File: config.mk
export PLATFORM = sky130hd
export DESIGN_NAME = rdct_timer
export DESIGN_NICKNAME = d
export VERILOG_FILES = /design/src/verilog/rdct_pkg.sv /design/src/verilog/rdct_timer.sv
export SDC_FILE = /design/constraint.sdc
export NUM_CORES = 1
export LEC_CHECK = 0
export ABC_AREA = 0
export BUFFER_PORTS_ARGS = -buffer_cell sky130_fd_sc_hd__clkbuf_2
export CORE_ASPECT_RATIO = 1.1
export CORE_MARGIN = 2
export CORE_UTILIZATION = 54
export CTS_BUF_LIST = sky130_fd_sc_hd__clkbuf_2
export CTS_CLUSTER_DIAMETER = 60
export DETAILED_ROUTE_END_ITERATION = 16
export GPL_TIMING_DRIVEN = 0
export PLACE_DENSITY = 0.75
export SLEW_MARGIN = 20
export SYNTH_ARGS = -nofsm -noshare
export SYNTH_HDL_FRONTEND = slang
export SYNTH_SLANG_ARGS = --single-unit
File: constraint.sdc
create_clock -name CORE_CLK_I -period 2.8 [get_ports CORE_CLK_I]
set_input_delay 0.56 -clock CORE_CLK_I [delete_from_list [all_inputs] [get_ports CORE_CLK_I]]
set_output_delay 0.56 -clock CORE_CLK_I [all_outputs]
set_load 0.01 [all_outputs]
File: src/verilog/rdct_pkg.sv
// Package with register map, field layouts, encodings and reset values of the reload down-counter timer
package rdct_pkg;

    // Register byte addresses on the plain register port
    localparam logic [19:0] RDCT_ADDR_CTRL  = 20'hF_02A0;  // timer_control_status
    localparam logic [19:0] RDCT_ADDR_IO    = 20'hF_02A1;  // timer_io_control
    localparam logic [19:0] RDCT_ADDR_MODE  = 20'hF_02A2;  // timer_mode_select
    localparam logic [19:0] RDCT_ADDR_COUNT = 20'hF_02A8;  // timer_count_reload

    // Reset values
    localparam logic [15:0] RDCT_COUNT_RESET = 16'hFFFF;
    localparam logic [7:0]  RDCT_CTRL_RESET  = 8'h00;
    localparam logic [7:0]  RDCT_IO_RESET    = 8'h00;
    localparam logic [7:0]  RDCT_MODE_RESET  = 8'h00;

    // Bit positions in timer_control_status
    localparam int RDCT_BIT_START = 0;  // count_start_bit
    localparam int RDCT_BIT_CSTAT = 1;  // count_status_flag
    localparam int RDCT_BIT_STOP  = 2;  // forced_stop_bit
    localparam int RDCT_BIT_EDGF  = 4;  // active_edge_flag
    localparam int RDCT_BIT_UNDF  = 5;  // underflow_flag

    // Prescaler width: the slowest derived rate is one thirty-second of the clock
    localparam int RDCT_PRESC_W = 5;
    // Matching samples needed by the event pin filter
    localparam int RDCT_FILTER_SAMPLES = 3;

    // Operating modes
    localparam logic [2:0] RDCT_MODE_TIMER  = 3'h0;
    localparam logic [2:0] RDCT_MODE_PULSE  = 3'h1;
    localparam logic [2:0] RDCT_MODE_EVENT  = 3'h2;
    localparam logic [2:0] RDCT_MODE_WIDTH  = 3'h3;
    localparam logic [2:0] RDCT_MODE_PERIOD = 3'h4;

    // Count sources
    localparam logic [2:0] RDCT_SRC_CLK    = 3'h0;
    localparam logic [2:0] RDCT_SRC_DIV8   = 3'h1;
    localparam logic [2:0] RDCT_SRC_DIV2   = 3'h3;
    localparam logic [2:0] RDCT_SRC_LOWOSC = 3'h4;
    localparam logic [2:0] RDCT_SRC_LINK   = 3'h5;
    localparam logic [2:0] RDCT_SRC_SUB    = 3'h6;

    // Count gate windows (event count mode)
    localparam logic [1:0] RDCT_GATE_ALWAYS = 2'h0;
    localparam logic [1:0] RDCT_GATE_EXTINT = 2'h1;
    localparam logic [1:0] RDCT_GATE_TIMER  = 2'h2;

    // Filter sampling codes
    localparam logic [1:0] RDCT_FILT_NONE  = 2'h0;
    localparam logic [1:0] RDCT_FILT_CLK   = 2'h1;
    localparam logic [1:0] RDCT_FILT_DIV8  = 2'h2;
    localparam logic [1:0] RDCT_FILT_DIV32 = 2'h3;

    // Layout of timer_io_control
    typedef struct packed {
        logic [1:0] count_gate_select;
        logic [1:0] input_filter_select;
        logic       rsvd3;
        logic       pulse_output_enable;
        logic       rsvd1;
        logic       io_polarity_select;
    } rdct_io_t;

    // Layout of timer_mode_select
    typedef struct packed {
        logic       rsvd7;
        logic [2:0] count_source_select;
        logic       edge_count_select;
        logic [2:0] operating_mode_field;
    } rdct_mode_t;

    // One register port access
    typedef struct packed {
        logic [19:0] addr;
        logic [15:0] wdata;
        logic        wr;
        logic        rd;
    } rdct_bus_t;

endpackage

File: src/verilog/rdct_timer.sv
// Reload down-counter timer channel with register port, count sources, input filter and pulse outputs
`timescale 1ns/1ns

// Behaviour
// - Counter register writes reload, reads live count
// - Reset sets reload value and counter to ones
// - Forced stop halts and loads all ones
// - Forced stop clears start, status; pins to initial level; reads zero
// - Zero reload, non-divided source: one request only
// - Event mode zero reload: one request only
// - Otherwise request on every underflow
// - Counter register access costs one wait clock
// - Underflow sets flag bit 5 until zero written
// - Measurement end sets edge flag bit 4
// - Status follows start on tick; stop clears
// - Gate field selects event counting window
// - Filter samples at chosen rate, three matches
// - Output enable drives pulse pin, else released
// - Polarity bit meaning depends on mode
// - Polarity bit sets pulse pin initial level
// - Source select picks the count source
// - Edge select zero counts single edge
// - Mode field selects one of five modes
// - Running writes: reload, then counter, on ticks
// - Decrement per tick; underflow reloads, interrupts
module rdct_timer
    import rdct_pkg::*;
#(
    parameter int FILTER_SAMPLES = RDCT_FILTER_SAMPLES  // Matching samples for the event pin filter
) (
    // Clock and reset
    input  wire logic        CORE_CLK_I,
    input  wire logic        RESET_N_I,
    // Register port
    input  wire logic [19:0] REG_ADDR_I,
    input  wire logic [15:0] REG_WDATA_I,
    input  wire logic        REG_WR_I,
    input  wire logic        REG_RD_I,
    output logic      [15:0] REG_RDATA_O,
    output logic             BUS_WAIT_O,
    // Count sources from the clock system and event link
    input  wire logic        LOW_SPEED_OSC_I,
    input  wire logic        SUB_CLK_I,
    input  wire logic        LINK_EVENT_I,
    // Count window sources for event count mode
    input  wire logic        EXT_INT_I,
    input  wire logic        GATE_TIMER_OUT_I,
    input  wire logic        GATE_POLARITY_I,
    // Event I/O pin, split into input, output and output enable
    input  wire logic        EVENT_IO_I,
    output logic             EVENT_IO_O,
    output logic             EVENT_IO_OE_N_O,
    // Pulse output pin
    output logic             PULSE_OUT_O,
    output logic             PULSE_OUT_OE_N_O,
    // Requests to the interrupt, transfer and event link logic
    output logic             TIMER_IRQ_O,
    output logic             XFER_REQ_O
);

    // Refuse filter depths the shift register cannot serve
    if (FILTER_SAMPLES < 2 || FILTER_SAMPLES > 8) begin : g_bad_filter
        $error("rdct_timer: FILTER_SAMPLES must be 2 to 8");
    end

    // Register state
    logic [15:0] reload;          // Reload register
    logic [15:0] counter;         // Live down-counter
    logic [15:0] reload_hold;     // Write value waiting for a tick while running
    logic [1:0]  wr_stage;        // 0 idle, 1 reload pending, 2 counter pending
    logic        start;           // count_start_bit
    logic        count_status;    // count_status_flag
    logic        underflow_flag;  // underflow_flag
    logic        edge_flag;       // active_edge_flag
    rdct_io_t    io_ctl;          // timer_io_control
    rdct_mode_t  mode_sel;        // timer_mode_select
    logic        toggle;          // Pulse toggle flip-flop, zero means initial level
    logic        req_done;        // A zero-reload request was already given this run

    // Prescaler and edge history
    logic [RDCT_PRESC_W-1:0]   presc;        // Free-running divider
    logic                      low_osc_q;    // Previous low-speed oscillator level
    logic                      sub_clk_q;    // Previous sub clock level
    logic [FILTER_SAMPLES-1:0] filt_shift;   // Filter samples, newest in bit 0
    logic                      pin_level;    // Accepted event pin level
    logic                      pin_level_q;  // Accepted level one cycle ago

    // Bus decode
    rdct_bus_t bus;
    assign bus = '{addr: REG_ADDR_I, wdata: REG_WDATA_I, wr: REG_WR_I, rd: REG_RD_I};
    wire hit_ctrl  = (bus.addr == RDCT_ADDR_CTRL);
    wire hit_io    = (bus.addr == RDCT_ADDR_IO);
    wire hit_mode  = (bus.addr == RDCT_ADDR_MODE);
    wire hit_count = (bus.addr == RDCT_ADDR_COUNT);
    wire wr_ctrl   = bus.wr & hit_ctrl;
    wire wr_io     = bus.wr & hit_io;
    wire wr_mode   = bus.wr & hit_mode;
    wire wr_count  = bus.wr & hit_count;
    wire force_stop = wr_ctrl & bus.wdata[RDCT_BIT_STOP];

    // The counter register needs one wait clock per access; flagged for the bus fabric
    assign BUS_WAIT_O = (bus.wr | bus.rd) & hit_count;

    // Mode and field decode
    wire [2:0] mode     = mode_sel.operating_mode_field;
    wire [2:0] src      = mode_sel.count_source_select;
    wire       pol      = io_ctl.io_polarity_select;
    wire       m_pulse  = (mode == RDCT_MODE_PULSE);
    wire       m_event  = (mode == RDCT_MODE_EVENT);
    wire       m_width  = (mode == RDCT_MODE_WIDTH);
    wire       m_period = (mode == RDCT_MODE_PERIOD);

    // Derived rates from the one divider
    wire div2_en  = presc[0];
    wire div8_en  = (presc[2:0] == 3'h7);
    wire div32_en = (presc == {RDCT_PRESC_W{1'b1}});

    // Filter sampling enable; no filter passes the pin straight through
    logic filt_en;
    always_comb begin
        unique case (io_ctl.input_filter_select)
            RDCT_FILT_CLK:   filt_en = 1'b1;
            RDCT_FILT_DIV8:  filt_en = div8_en;
            RDCT_FILT_DIV32: filt_en = div32_en;
            default:         filt_en = 1'b0;
        endcase
    end
    wire filt_all_one  = &filt_shift;
    wire filt_all_zero = ~|filt_shift;
    wire filt_off      = (io_ctl.input_filter_select == RDCT_FILT_NONE);

    // Accepted pin edges
    wire pin_rise = pin_level & ~pin_level_q;
    wire pin_fall = ~pin_level & pin_level_q;

    // Event count edge: one chosen edge, or both when edge select is set
    wire ev_edge = mode_sel.edge_count_select ? (pin_rise | pin_fall)
                                              : (pol ? pin_fall : pin_rise);

    // Count window in event mode
    logic gate_open;
    always_comb begin
        unique case (io_ctl.count_gate_select)
            RDCT_GATE_ALWAYS: gate_open = 1'b1;
            RDCT_GATE_EXTINT: gate_open = (EXT_INT_I == GATE_POLARITY_I);
            RDCT_GATE_TIMER:  gate_open = (GATE_TIMER_OUT_I == GATE_POLARITY_I);
            default:          gate_open = 1'b0;
        endcase
    end

    // Internal source tick; forbidden codes never tick
    logic clk_tick;
    always_comb begin
        unique case (src)
            RDCT_SRC_CLK:    clk_tick = 1'b1;
            RDCT_SRC_DIV8:   clk_tick = div8_en;
            RDCT_SRC_DIV2:   clk_tick = div2_en;
            RDCT_SRC_LOWOSC: clk_tick = LOW_SPEED_OSC_I & ~low_osc_q;
            RDCT_SRC_LINK:   clk_tick = LINK_EVENT_I;
            RDCT_SRC_SUB:    clk_tick = SUB_CLK_I & ~sub_clk_q;
            default:         clk_tick = 1'b0;
        endcase
    end

    // Event mode counts pin edges regardless of the source select
    wire src_tick = m_event ? ev_edge : clk_tick;

    // Width mode counts only while the pin sits at the measured level
    wire in_meas   = pol ? pin_level : ~pin_level;
    wire meas_ok   = ~m_width | in_meas;
    wire gate_ok   = ~m_event | gate_open;
    wire count_en  = count_status & src_tick & meas_ok & gate_ok & ~force_stop;
    wire underflow = count_en & (counter == 16'h0000);

    // Measurement complete events
    wire width_end  = m_width & count_status & (pol ? pin_fall : pin_rise);
    wire period_hit = m_period & count_status & (pol ? pin_fall : pin_rise);
    wire edge_event = width_end | period_hit;

    // Zero reload with a non-divided source, or in event mode, asks only once per run
    wire src_divided = (src == RDCT_SRC_DIV8) | (src == RDCT_SRC_DIV2);
    wire once_case   = (reload == 16'h0000) & (m_event | ~src_divided);
    wire req_fire    = underflow & ~(once_case & req_done);
    wire ev_idle_tgl = m_event & count_status & src_tick & ~gate_open & (reload == 16'h0000) & ~force_stop;
    // Next values of the counter and reload
    logic [15:0] next_counter;
    logic [15:0] next_reload;
    logic [1:0]  next_wr_stage;
    always_comb begin
        next_counter  = counter;
        next_reload   = reload;
        next_wr_stage = wr_stage;
        if (force_stop) begin
            next_counter  = RDCT_COUNT_RESET;
            next_wr_stage = 2'd0;
        end else if (wr_count && !start) begin
            // Stopped: both take the value at once
            next_reload   = bus.wdata;
            next_counter  = bus.wdata;
            next_wr_stage = 2'd0;
        end else begin
            if (underflow) begin
                next_counter = reload;
            end else if (count_en) begin
                next_counter = counter - 16'h0001;
            end
            // Running write: reload on one tick, counter on the next
            if (src_tick && wr_stage == 2'd1) begin
                next_reload   = reload_hold;
                next_wr_stage = 2'd2;
            end else if (src_tick && wr_stage == 2'd2) begin
                next_counter  = reload;
                next_wr_stage = 2'd0;
            end
            if (wr_count) begin
                next_wr_stage = 2'd1;
            end
        end
    end

    // Counter, reload and pending write
    always_ff @(posedge CORE_CLK_I or negedge RESET_N_I) begin
        if (!RESET_N_I) begin
            counter     <= RDCT_COUNT_RESET;
            reload      <= RDCT_COUNT_RESET;
            reload_hold <= RDCT_COUNT_RESET;
            wr_stage    <= 2'd0;
        end else begin
            counter  <= next_counter;
            reload   <= next_reload;
            wr_stage <= next_wr_stage;
            if (wr_count) begin
                reload_hold <= bus.wdata;
            end
        end
    end

    // Start bit and count status
    always_ff @(posedge CORE_CLK_I or negedge RESET_N_I) begin
        if (!RESET_N_I) begin
            start        <= RDCT_CTRL_RESET[RDCT_BIT_START];
            count_status <= RDCT_CTRL_RESET[RDCT_BIT_CSTAT];
        end else if (force_stop) begin
            start        <= 1'b0;
            count_status <= 1'b0;
        end else begin
            if (wr_ctrl) begin
                start <= bus.wdata[RDCT_BIT_START];
            end
            // Status follows start only on a source tick
            if (src_tick) begin
                count_status <= start;
            end
        end
    end

    // Sticky flags: hardware set wins over a software clear, writing one leaves them
    always_ff @(posedge CORE_CLK_I or negedge RESET_N_I) begin
        if (!RESET_N_I) begin
            underflow_flag <= RDCT_CTRL_RESET[RDCT_BIT_UNDF];
            edge_flag      <= RDCT_CTRL_RESET[RDCT_BIT_EDGF];
        end else begin
            underflow_flag <= underflow | (underflow_flag &
                              ~(wr_ctrl & ~bus.wdata[RDCT_BIT_UNDF]));
            edge_flag      <= edge_event | (edge_flag &
                              ~(wr_ctrl & ~bus.wdata[RDCT_BIT_EDGF]));
        end
    end

    // I/O control and mode registers
    always_ff @(posedge CORE_CLK_I or negedge RESET_N_I) begin
        if (!RESET_N_I) begin
            io_ctl   <= rdct_io_t'(RDCT_IO_RESET);
            mode_sel <= rdct_mode_t'(RDCT_MODE_RESET);
        end else begin
            if (wr_io) begin
                io_ctl <= rdct_io_t'({bus.wdata[7:4], 1'b0, bus.wdata[2], 1'b0, bus.wdata[0]});
            end
            if (wr_mode) begin
                mode_sel <= rdct_mode_t'({1'b0, bus.wdata[6:0]});
            end
        end
    end

    // Pulse toggle; a forced stop or a mode write returns the pins to their initial level
    always_ff @(posedge CORE_CLK_I or negedge RESET_N_I) begin
        if (!RESET_N_I) begin
            toggle <= 1'b0;
        end else if (force_stop || wr_mode) begin
            toggle <= 1'b0;
        end else if (underflow || ev_idle_tgl) begin
            toggle <= ~toggle;
        end
    end

    // Zero-reload request memory, cleared whenever counting is stopped
    always_ff @(posedge CORE_CLK_I or negedge RESET_N_I) begin
        if (!RESET_N_I) begin
            req_done <= 1'b0;
        end else if (!count_status || force_stop) begin
            req_done <= 1'b0;
        end else if (req_fire) begin
            req_done <= 1'b1;
        end
    end

    // Requests: interrupt on every underflow or measurement event, transfer per request
    always_ff @(posedge CORE_CLK_I or negedge RESET_N_I) begin
        if (!RESET_N_I) begin
            TIMER_IRQ_O <= 1'b0;
            XFER_REQ_O  <= 1'b0;
        end else begin
            TIMER_IRQ_O <= underflow | edge_event;
            XFER_REQ_O  <= req_fire;
        end
    end

    // Prescaler and synchronous source edge history
    always_ff @(posedge CORE_CLK_I or negedge RESET_N_I) begin
        if (!RESET_N_I) begin
            presc     <= '0;
            low_osc_q <= 1'b0;
            sub_clk_q <= 1'b0;
        end else begin
            presc     <= presc + {{(RDCT_PRESC_W-1){1'b0}}, 1'b1};
            low_osc_q <= LOW_SPEED_OSC_I;
            sub_clk_q <= SUB_CLK_I;
        end
    end

    // Event pin filter: a level is accepted only after matching samples in a row
    always_ff @(posedge CORE_CLK_I or negedge RESET_N_I) begin
        if (!RESET_N_I) begin
            filt_shift  <= '0;
            pin_level   <= 1'b0;
            pin_level_q <= 1'b0;
        end else begin
            pin_level_q <= pin_level;
            if (filt_off) begin
                pin_level <= EVENT_IO_I;
            end else if (filt_en) begin
                filt_shift <= {filt_shift[FILTER_SAMPLES-2:0], EVENT_IO_I};
            end
            if (!filt_off && filt_all_one) begin
                pin_level <= 1'b1;
            end else if (!filt_off && filt_all_zero) begin
                pin_level <= 1'b0;
            end
        end
    end

    // Pins: pulse pin starts at the polarity level, event pin at its opposite
    always_ff @(posedge CORE_CLK_I or negedge RESET_N_I) begin
        if (!RESET_N_I) begin
            PULSE_OUT_O      <= 1'b0;
            PULSE_OUT_OE_N_O <= 1'b1;
            EVENT_IO_O       <= 1'b1;
            EVENT_IO_OE_N_O  <= 1'b1;
        end else begin
            PULSE_OUT_O      <= pol ^ toggle;
            PULSE_OUT_OE_N_O <= ~io_ctl.pulse_output_enable;
            EVENT_IO_O       <= ~pol ^ toggle;
            // The event pin is an output only in pulse output mode
            EVENT_IO_OE_N_O  <= ~m_pulse;
        end
    end

    // Read mux; stop bit and reserved bits read zero, unmapped reads zero
    wire [15:0] rd_ctrl = {10'h000, underflow_flag, edge_flag, 1'b0, 1'b0, count_status, start};
    logic [15:0] next_rdata;
    always_comb begin
        next_rdata = 16'h0000;
        if (hit_ctrl) begin
            next_rdata = rd_ctrl;
        end else if (hit_io) begin
            next_rdata = {8'h00, io_ctl};
        end else if (hit_mode) begin
            next_rdata = {8'h00, mode_sel};
        end else if (hit_count) begin
            next_rdata = counter;
        end
    end

    // Read data stands in the cycle after the read strobe only
    always_ff @(posedge CORE_CLK_I or negedge RESET_N_I) begin
        if (!RESET_N_I) begin
            REG_RDATA_O <= 16'h0000;
        end else if (bus.rd) begin
            REG_RDATA_O <= next_rdata;
        end else begin
            REG_RDATA_O <= 16'h0000;
        end
    end

endmodule

==> qor.csv, run 1 <==
stage;metric;value;unit
clock_tree;cts_root_buf;clkbuf_2;
sta;worst_slew_pin_slew;0.798;ns
floorplan;core_area;9790;µm²
worst_setup_path;reg2reg_to;toggle$_DFFE_PN0P_;
global_route;overflow;0;
global_route;grt_pass1_wl;22.7;mm
power;ir_drop;0.225;mV
yosys;syn_area;5390;µm²
floorplan;rows;38;
routing;drtPass1Iterations;5;
routing;drt_wl_total;14.1;mm
placement;place_hpwl;10.4;mm
placement;dpl_worst_slack;-0.486;ns
finish;nets;668;
yosys;yosysWarnings;0;
clock_tree;clk_pin_slew_worst_paths;0.25;ns
yosys;ys_types;61;
yosys;synth_edf_count;0;
placement;placed_area;5920;µm²
finish;fin_area;6220;µm²
finish;drive_gt1_share;35.2;%
clock_tree;clock-sinks;103;
floorplan;fp.dieH;109;µm
global_route;grt_max_degree;83;
global_route;grt_pass1_vias;4505;
yosys;postSynthCellCount;526;
routing;post-route-drc-count;0;
yosys;seq_area_frac_synth;49.0;%
sta;post-route-min-period;2.72;ns
power;p_leak;2.68;nW
sta;setup_viol;0;
routing;num_vias;4620;
yosys;synth_nets;582;
worst_setup_path;r2r_slack;0.08;ns
power;power_density;384;nW/µm²
sta;period_share;97.3;%
global_route;antenna_found_initial;0;
sta;max_slew_margin;46.3;%
floorplan;die_x;99.2;µm
hold_path;whs_path_depth;1;
routing;drt_iter0_markers;318;
yosys;synthArstFlopShare;100;%
sta;finalHoldViolCount;0;
flow_run;cap_violations;0;
status;outcome;completed;
yosys;synth_top_flop_cell;dfrtp_1;
clock_tree;cts_htree_levels;3;
worst_setup_path;rr_startpoint;io_ctl[6]$_DFFE_PN0P_;
worst_setup_path;path_max_fanout;10;
worst_setup_path;setup.worst_path.end_class;register;
floorplan;die-area;10800;µm²
routing;wl_per_cell;19.1;µm
placement;gp_congestion;0.897;
finish;syn2layout_area_growth;15.4;%
placement;dp.cells;715;
finish;final_core_util;63.5;%
finish;instances_no_fill;737;
sta;tns;0;ns
hold_path;hold_end;low_osc_q$_DFF_PN0_;
worst_setup_path;critPathKind;reg2reg;
worst_setup_path;cp-start-kind;register;
yosys;ys_ff_latch;103;
floorplan;start_util;55.0;%
global_route;grt_use_total;27.0;%
sta;hold_ws;0.0942;ns
hold_path;hold_path.class;in2reg;
clock_tree;clock_latency;0.56;ns
worst_setup_path;cp.arrival;3.24;ns
routing;ant_nets;0;
finish;diodes;0;
power;total_power;2.39;mW
sta;finClkSkew;0.0168;ns
routing;viasPerCell;6.27;
worst_setup_path;crit_required;3.32;ns
clock_tree;cts_tree;yes;
sta;worst_slack;0.0756;ns
yosys;syn-mean-instance-area;10.2;µm²
sta;fmax;367;MHz
worst_setup_path;reg2reg_depth;9;
floorplan;io_pins;70;
sta;slew_violations;0;
sta;rsz0062_at_grt;true;
placement;io_buffer_count;68;
clock_tree;cts_max_path_buffers;2;
hold_path;hold_start;LOW_SPEED_OSC_I;
clock_tree;numCtsBuffers;9;
-- kinds of logic (layout without fill, tap and decap cells) --
| group | count (synthesis) | in the layout | synth area share, % |
|---|---|---|---|
| AND/OR/NAND/NOR | 206 | 206 | 21.2 |
| flip-flops | 103 | 103 | 49.0 |
| AO/OA/AOI/OAI | 111 | 111 | 14.2 |
| adder cells (fa/ha/maj) | 9 | 9 | 2.09 |
| multiplexers | 35 | 35 | 7.22 |
| XOR/XNOR | 15 | 15 | 2.44 |
| buffers and inverters | 47 | 138 | 3.79 |
-- critical path: stages, from the launching register on --
cell and delay [ns]:
dfrtp_1 0.45, inv_1 0.08, ha_1 0.30, or3b_2 0.48, mux2i_4 0.18, o31ai_1 0.14, buf_2 0.22, nor4_1 0.53
nor3_1 0.09, and3b_1 0.22
-- layout by cell type, fill, tap and decap left out, types with 4 or more instances in the layout --
master,n
a21oi_1,19
a22oi_1,11
a31oi_1,17
and2_1,4
and3_1,9
buf_2,11
buf_4,7
clkbuf_1,11
clkbuf_2,79
dfrtp_1,52
dfstp_2,51
ha_1,9
inv_1,15
mux2_2,31
nand2_1,64
nand2b_1,5
nand3_1,5
nand3b_1,5
nand4_1,15
nor2_1,28
nor2b_1,5
nor3_1,5
nor4_1,18
nor4_2,5
o211ai_1,8
o21ai_0,17
o21ai_1,4
o311a_1,6
o31a_1,4
or3_1,4
or3b_2,4
xnor2_1,15
-- Yosys cell counts, types with 5 or more instances --
cell      instances  share of area [%]
clkbuf_1         15                1.0
mux2_2           31                6.5
a31oi_1          17                2.0
ha_1              9                2.1
dfrtp_1          52                 24
xnor2_1          15                2.4
a22oi_1          11                1.5
nor4_1           22                2.6
o211ai_1          8                1.1
nor2b_1           5               0.58
o21ai_0          17                1.6
or3_1             5               0.58
nor3_1            6               0.56
dfstp_2          51                 25
nand2b_1          5               0.58
nand2_1          64                4.5
nand3_1           5               0.46
nand4_1          15                1.7
nor2_1           29                2.0
o311a_1           6                1.1
buf_2            10               0.93
buf_1             5               0.35
nor4b_1           5               0.81
a21oi_1          19                1.8
inv_1            15                1.0
and3_1            9                1.0
nand3b_1          5               0.70
-- area by class of cell --
| type | instances | area (µm²) |
|---|---|---|
| plain buffers | 31 | 164 |
| clock buffers | 9 | 45.0 |
| clock inverters | 7 | 86.3 |
| fillers | 800 | 3580 |
| inverters | 15 | 56.3 |
| multi-input cells | 376 | 2640 |
| flip-flops and latches | 103 | 2640 |
| well taps | 120 | 150 |
| repair buffers | 76 | 432 |
-- registers in the layout, summed over array words and instances (netlist names), 2 cells and up --
signal and flops:
REG_RDATA_O 16, wr_stage 2, src 3, io_ctl 5, counter 16, mode 3, filt_shift 3, reload_hold 16
reload 16, presc 5
-- worst max path at each step --
stage | from | to | slack (ns) | cells after the start
after global routing | io_ctl[6]$_DFFE_PN0P_ | counter[10]$_DFF_PN1_ | -0.02 | 10
after floorplan | REG_ADDR_I[2] | BUS_WAIT_O | 0.04 | 7
after detailed placement | REG_ADDR_I[2] | BUS_WAIT_O | -0.49 | 9
after global placement | REG_ADDR_I[2] | BUS_WAIT_O | -0.43 | 9
final | io_ctl[6]$_DFFE_PN0P_ | toggle$_DFFE_PN0P_ | 0.08 | 9
after CTS | REG_ADDR_I[2] | BUS_WAIT_O | 0.0007 | 8
-- where the power goes --
part           internal [mW]  switching, mW  leakage, nW
registers               1.50        0.00244         1.23
logic                 0.0421         0.0732         1.37
clock network          0.290          0.483       0.0811
-- timing repair --
item	CTS	global route
setup buffers	4	2
endpoints found under the setup margin	21	35
hold buffers	1	0
resized for setup	15	12
hold endpoints to repair	17	0
pin swaps	0	2
-- metal layers --
metal / global-route usage (%) / share of wire (%)
met4: 12.0 / 3.3
met1: 36.8 / 45
met3: 4.62 / 6.1
met5: 0 / 0
met2: 42.5 / 46
(Power assumes the default switching activity.)
==> run 2, diff against run 1 <==
--- a/config.mk
+++ b/config.mk
@@ -7,14 +7,15 @@
 export LEC_CHECK = 0
 export ABC_AREA = 0
 export BUFFER_PORTS_ARGS = -buffer_cell sky130_fd_sc_hd__clkbuf_2
+export CELL_PAD_IN_SITES_DETAIL_PLACEMENT = 0
+export CELL_PAD_IN_SITES_GLOBAL_PLACEMENT = 2
 export CORE_ASPECT_RATIO = 1.1
 export CORE_MARGIN = 2
-export CORE_UTILIZATION = 54
+export CORE_UTILIZATION = 35
 export CTS_BUF_LIST = sky130_fd_sc_hd__clkbuf_2
 export CTS_CLUSTER_DIAMETER = 60
 export DETAILED_ROUTE_END_ITERATION = 16
-export GPL_TIMING_DRIVEN = 0
-export PLACE_DENSITY = 0.75
+export PLACE_DENSITY = 0.76
 export SLEW_MARGIN = 20
 export SYNTH_ARGS = -nofsm -noshare
 export SYNTH_HDL_FRONTEND = slang
==> run 2 against run 1 <==
Worst hold slack gained 0.0072 ns. Non-clock buffer count grew 3. Combinational power rose by 7%. Worst setup slack better by 0.020 ns. Final cell count is 11% higher. Global-route usage down 7.4 points. Sequential power about the same. Design area rose by 3.1%. Die area rose by 52%. Utilization shrank 21 points. Fmax increased by 0.72%. Critical endpoint is now BUS_WAIT_O. Largest power group unchanged.
==> qor.csv, run 2 (synthesis results as in run 1) <==
stage;metric;value;unit
status;outcome;completed;
global_route;grt_pass1_vias;4334;
sta;worst_slew_pin_slew;0.603;ns
clock_tree;cts_tree;yes;
power;p_leak;2.72;nW
global_route;grt_max_degree;46;
clock_tree;clock-sinks;103;
finish;fin_area;6410;µm²
clock_tree;cts_root_buf;clkbuf_2;
worst_setup_path;path_max_fanout;3;
sta;slew_violations;0;
worst_setup_path;crit_required;2.24;ns
sta;worst_slack;0.0951;ns
worst_setup_path;setup.worst_path.end_class;output pin;
floorplan;fp.dieH;134;µm
hold_path;hold_path.class;in2reg;
power;ir_drop;0.168;mV
worst_setup_path;cp-start-kind;input pin;
global_route;antenna_found_initial;0;
finish;final_cell_mix;clkbuf_2 (77), nand2_1 (64), dfrtp_1 (52), dfstp_2 (51), buf_4 (34);
placement;placed_area;6200;µm²
placement;gp_congestion;0.841;
sta;max_slew_margin;59.2;%
routing;wl_met1;7.35;mm
sta;hold_ws;0.101;ns
sta;setup_viol;0;
sta;post-route-min-period;2.70;ns
finish;drive_gt1_share;37.4;%
clock_tree;clock_latency;0.64;ns
routing;drtPass1Iterations;5;
clock_tree;numCtsBuffers;9;
routing;top_layer_used;met4;
placement;dpl_worst_slack;-0.0273;ns
worst_setup_path;cp_common_cell;clkbuf_2;
routing;num_vias;4437;
routing;drt_iter0_markers;355;
worst_setup_path;critPathKind;in2out;
sta;period_share;96.6;%
finish;diodes;0;
floorplan;io_pins;70;
routing;viasPerCell;5.44;
finish;syn2layout_area_growth;19.0;%
routing;wl_met2;7.27;mm
worst_setup_path;crit_chain;clkbuf_2 -> or3b_1 -> or4_4 -> buf_4 -> nor2_2 -> and2_1 -> o21a_1 -> clkbuf_2;
global_route;overflow;0;
sta;fmax;370;MHz
worst_setup_path;cp.arrival;2.14;ns
routing;wl_per_cell;18.7;µm
placement;place_hpwl;11.3;mm
floorplan;start_util;35.8;%
finish;nets;671;
worst_setup_path;cpPeakStageDelay;0.42;ns
floorplan;die-area;16400;µm²
worst_setup_path;crit_buf_inv;3;
worst_setup_path;critPathSlowestCell;or4_4;
finish;layout_commonest_cell;clkbuf_2;
finish;final_core_util;42.6;%
floorplan;die_x;122;µm
clock_tree;cts_htree_levels;3;
sta;finalHoldViolCount;0;
clock_tree;clk_pin_slew_worst_paths;0.30;ns
floorplan;core_area;15100;µm²
routing;ant_nets;0;
sta;finClkSkew;0.0411;ns
global_route;grt_use_total;19.6;%
power;power_density;374;nW/µm²
sta;rsz0062_at_grt;false;
flow_run;cap_violations;0;
routing;wl_met3;498;µm
placement;io_buffer_count;69;
clock_tree;cts_max_path_buffers;2;
floorplan;rows;47;
global_route;grt_pass1_wl;24.4;mm
routing;drt_wl_total;15.3;mm
routing;post-route-drc-count;0;
worst_setup_path;crit_family;simple AND/OR/NAND/NOR gates;
[run 2: area by class of cell]
class / count / area, µm²
clock buffer: 9 / 45.0
clock inverter: 7 / 81.3
fill: 1543 / 8640
inverter: 15 / 56.3
multi-input combinational: 376 / 2620
sequential: 103 / 2640
tap: 196 / 245
timing repair buffer: 110 / 726
[run 2: final timing paths]
check / start / to / slack [ns] / cells past startpoint
setup / recovery: REG_ADDR_I[2] / BUS_WAIT_O / 0.1 / 8
hold / removal: REG_WDATA_I[11] / reload[11]$_DFFE_PN1P_ / 0.10 / 3
setup reg to reg: io_ctl[6]$_DFFE_PN0P_ / counter[3]$_DFF_PN1_ / 0.11 / 9
hold reg to reg: io_ctl[2]$_DFFE_PN0P_ / PULSE_OUT_OE_N_O$_DFF_PN1_ / 0.45 / 1
max in group asynchronous: RESET_N_I / EVENT_IO_O$_DFF_PN1_ / 1.65 / 3
min in group asynchronous: RESET_N_I / mode[0]$_DFFE_PN0P_ / 0.41 / 2
[run 2: worst reg2reg max path, cell delays in order, from the launching register on]
cell and delay (ns):
dfrtp_1 0.47, inv_1 0.08, ha_1 0.29, or3b_2 0.47, mux2i_4 0.20, o31ai_2 0.11, o31a_1 0.35, buf_4 0.21
o311a_1 0.33, o21ai_0 0.09
[run 2: report_power, final]
part           leakage [nW]  switching [mW]  total (mW)  internal (mW)
Combinational          1.42          0.0781       0.123         0.0449
Sequential             1.23         0.00235        1.50           1.50
Clock                0.0719           0.552       0.770          0.219
Total                  2.72           0.632        2.40           1.76
[run 2: repair_timing]
item,CTS,global route
setup buffers,1,0
endpoints found under the setup margin,3,34
resized for setup,1,9
hold endpoints to repair,27,0
gates cloned,0,0
pin swaps,0,1
hold buffers,3,0
[run 2: stage by stage]
step           instances  TNS (ns)  power (mW)
4_1_cts              816         0        2.43
3_3_place_gp         796   -0.0413        1.64
6_report             816         0        2.40
2_1_floorplan        526         0        1.54
3_5_place_dp         796   -0.0474        1.64
5_1_grt              816         0        2.51
[run 2: per-layer routing]
layer | vias to the layer above | global-route usage [%]
met4 | 0 | 3.45
li1 | 2139 | -
met2 | 88 | 31.0
met1 | 2201 | 27.8
met5 | - | 0
met3 | 9 | 4.34
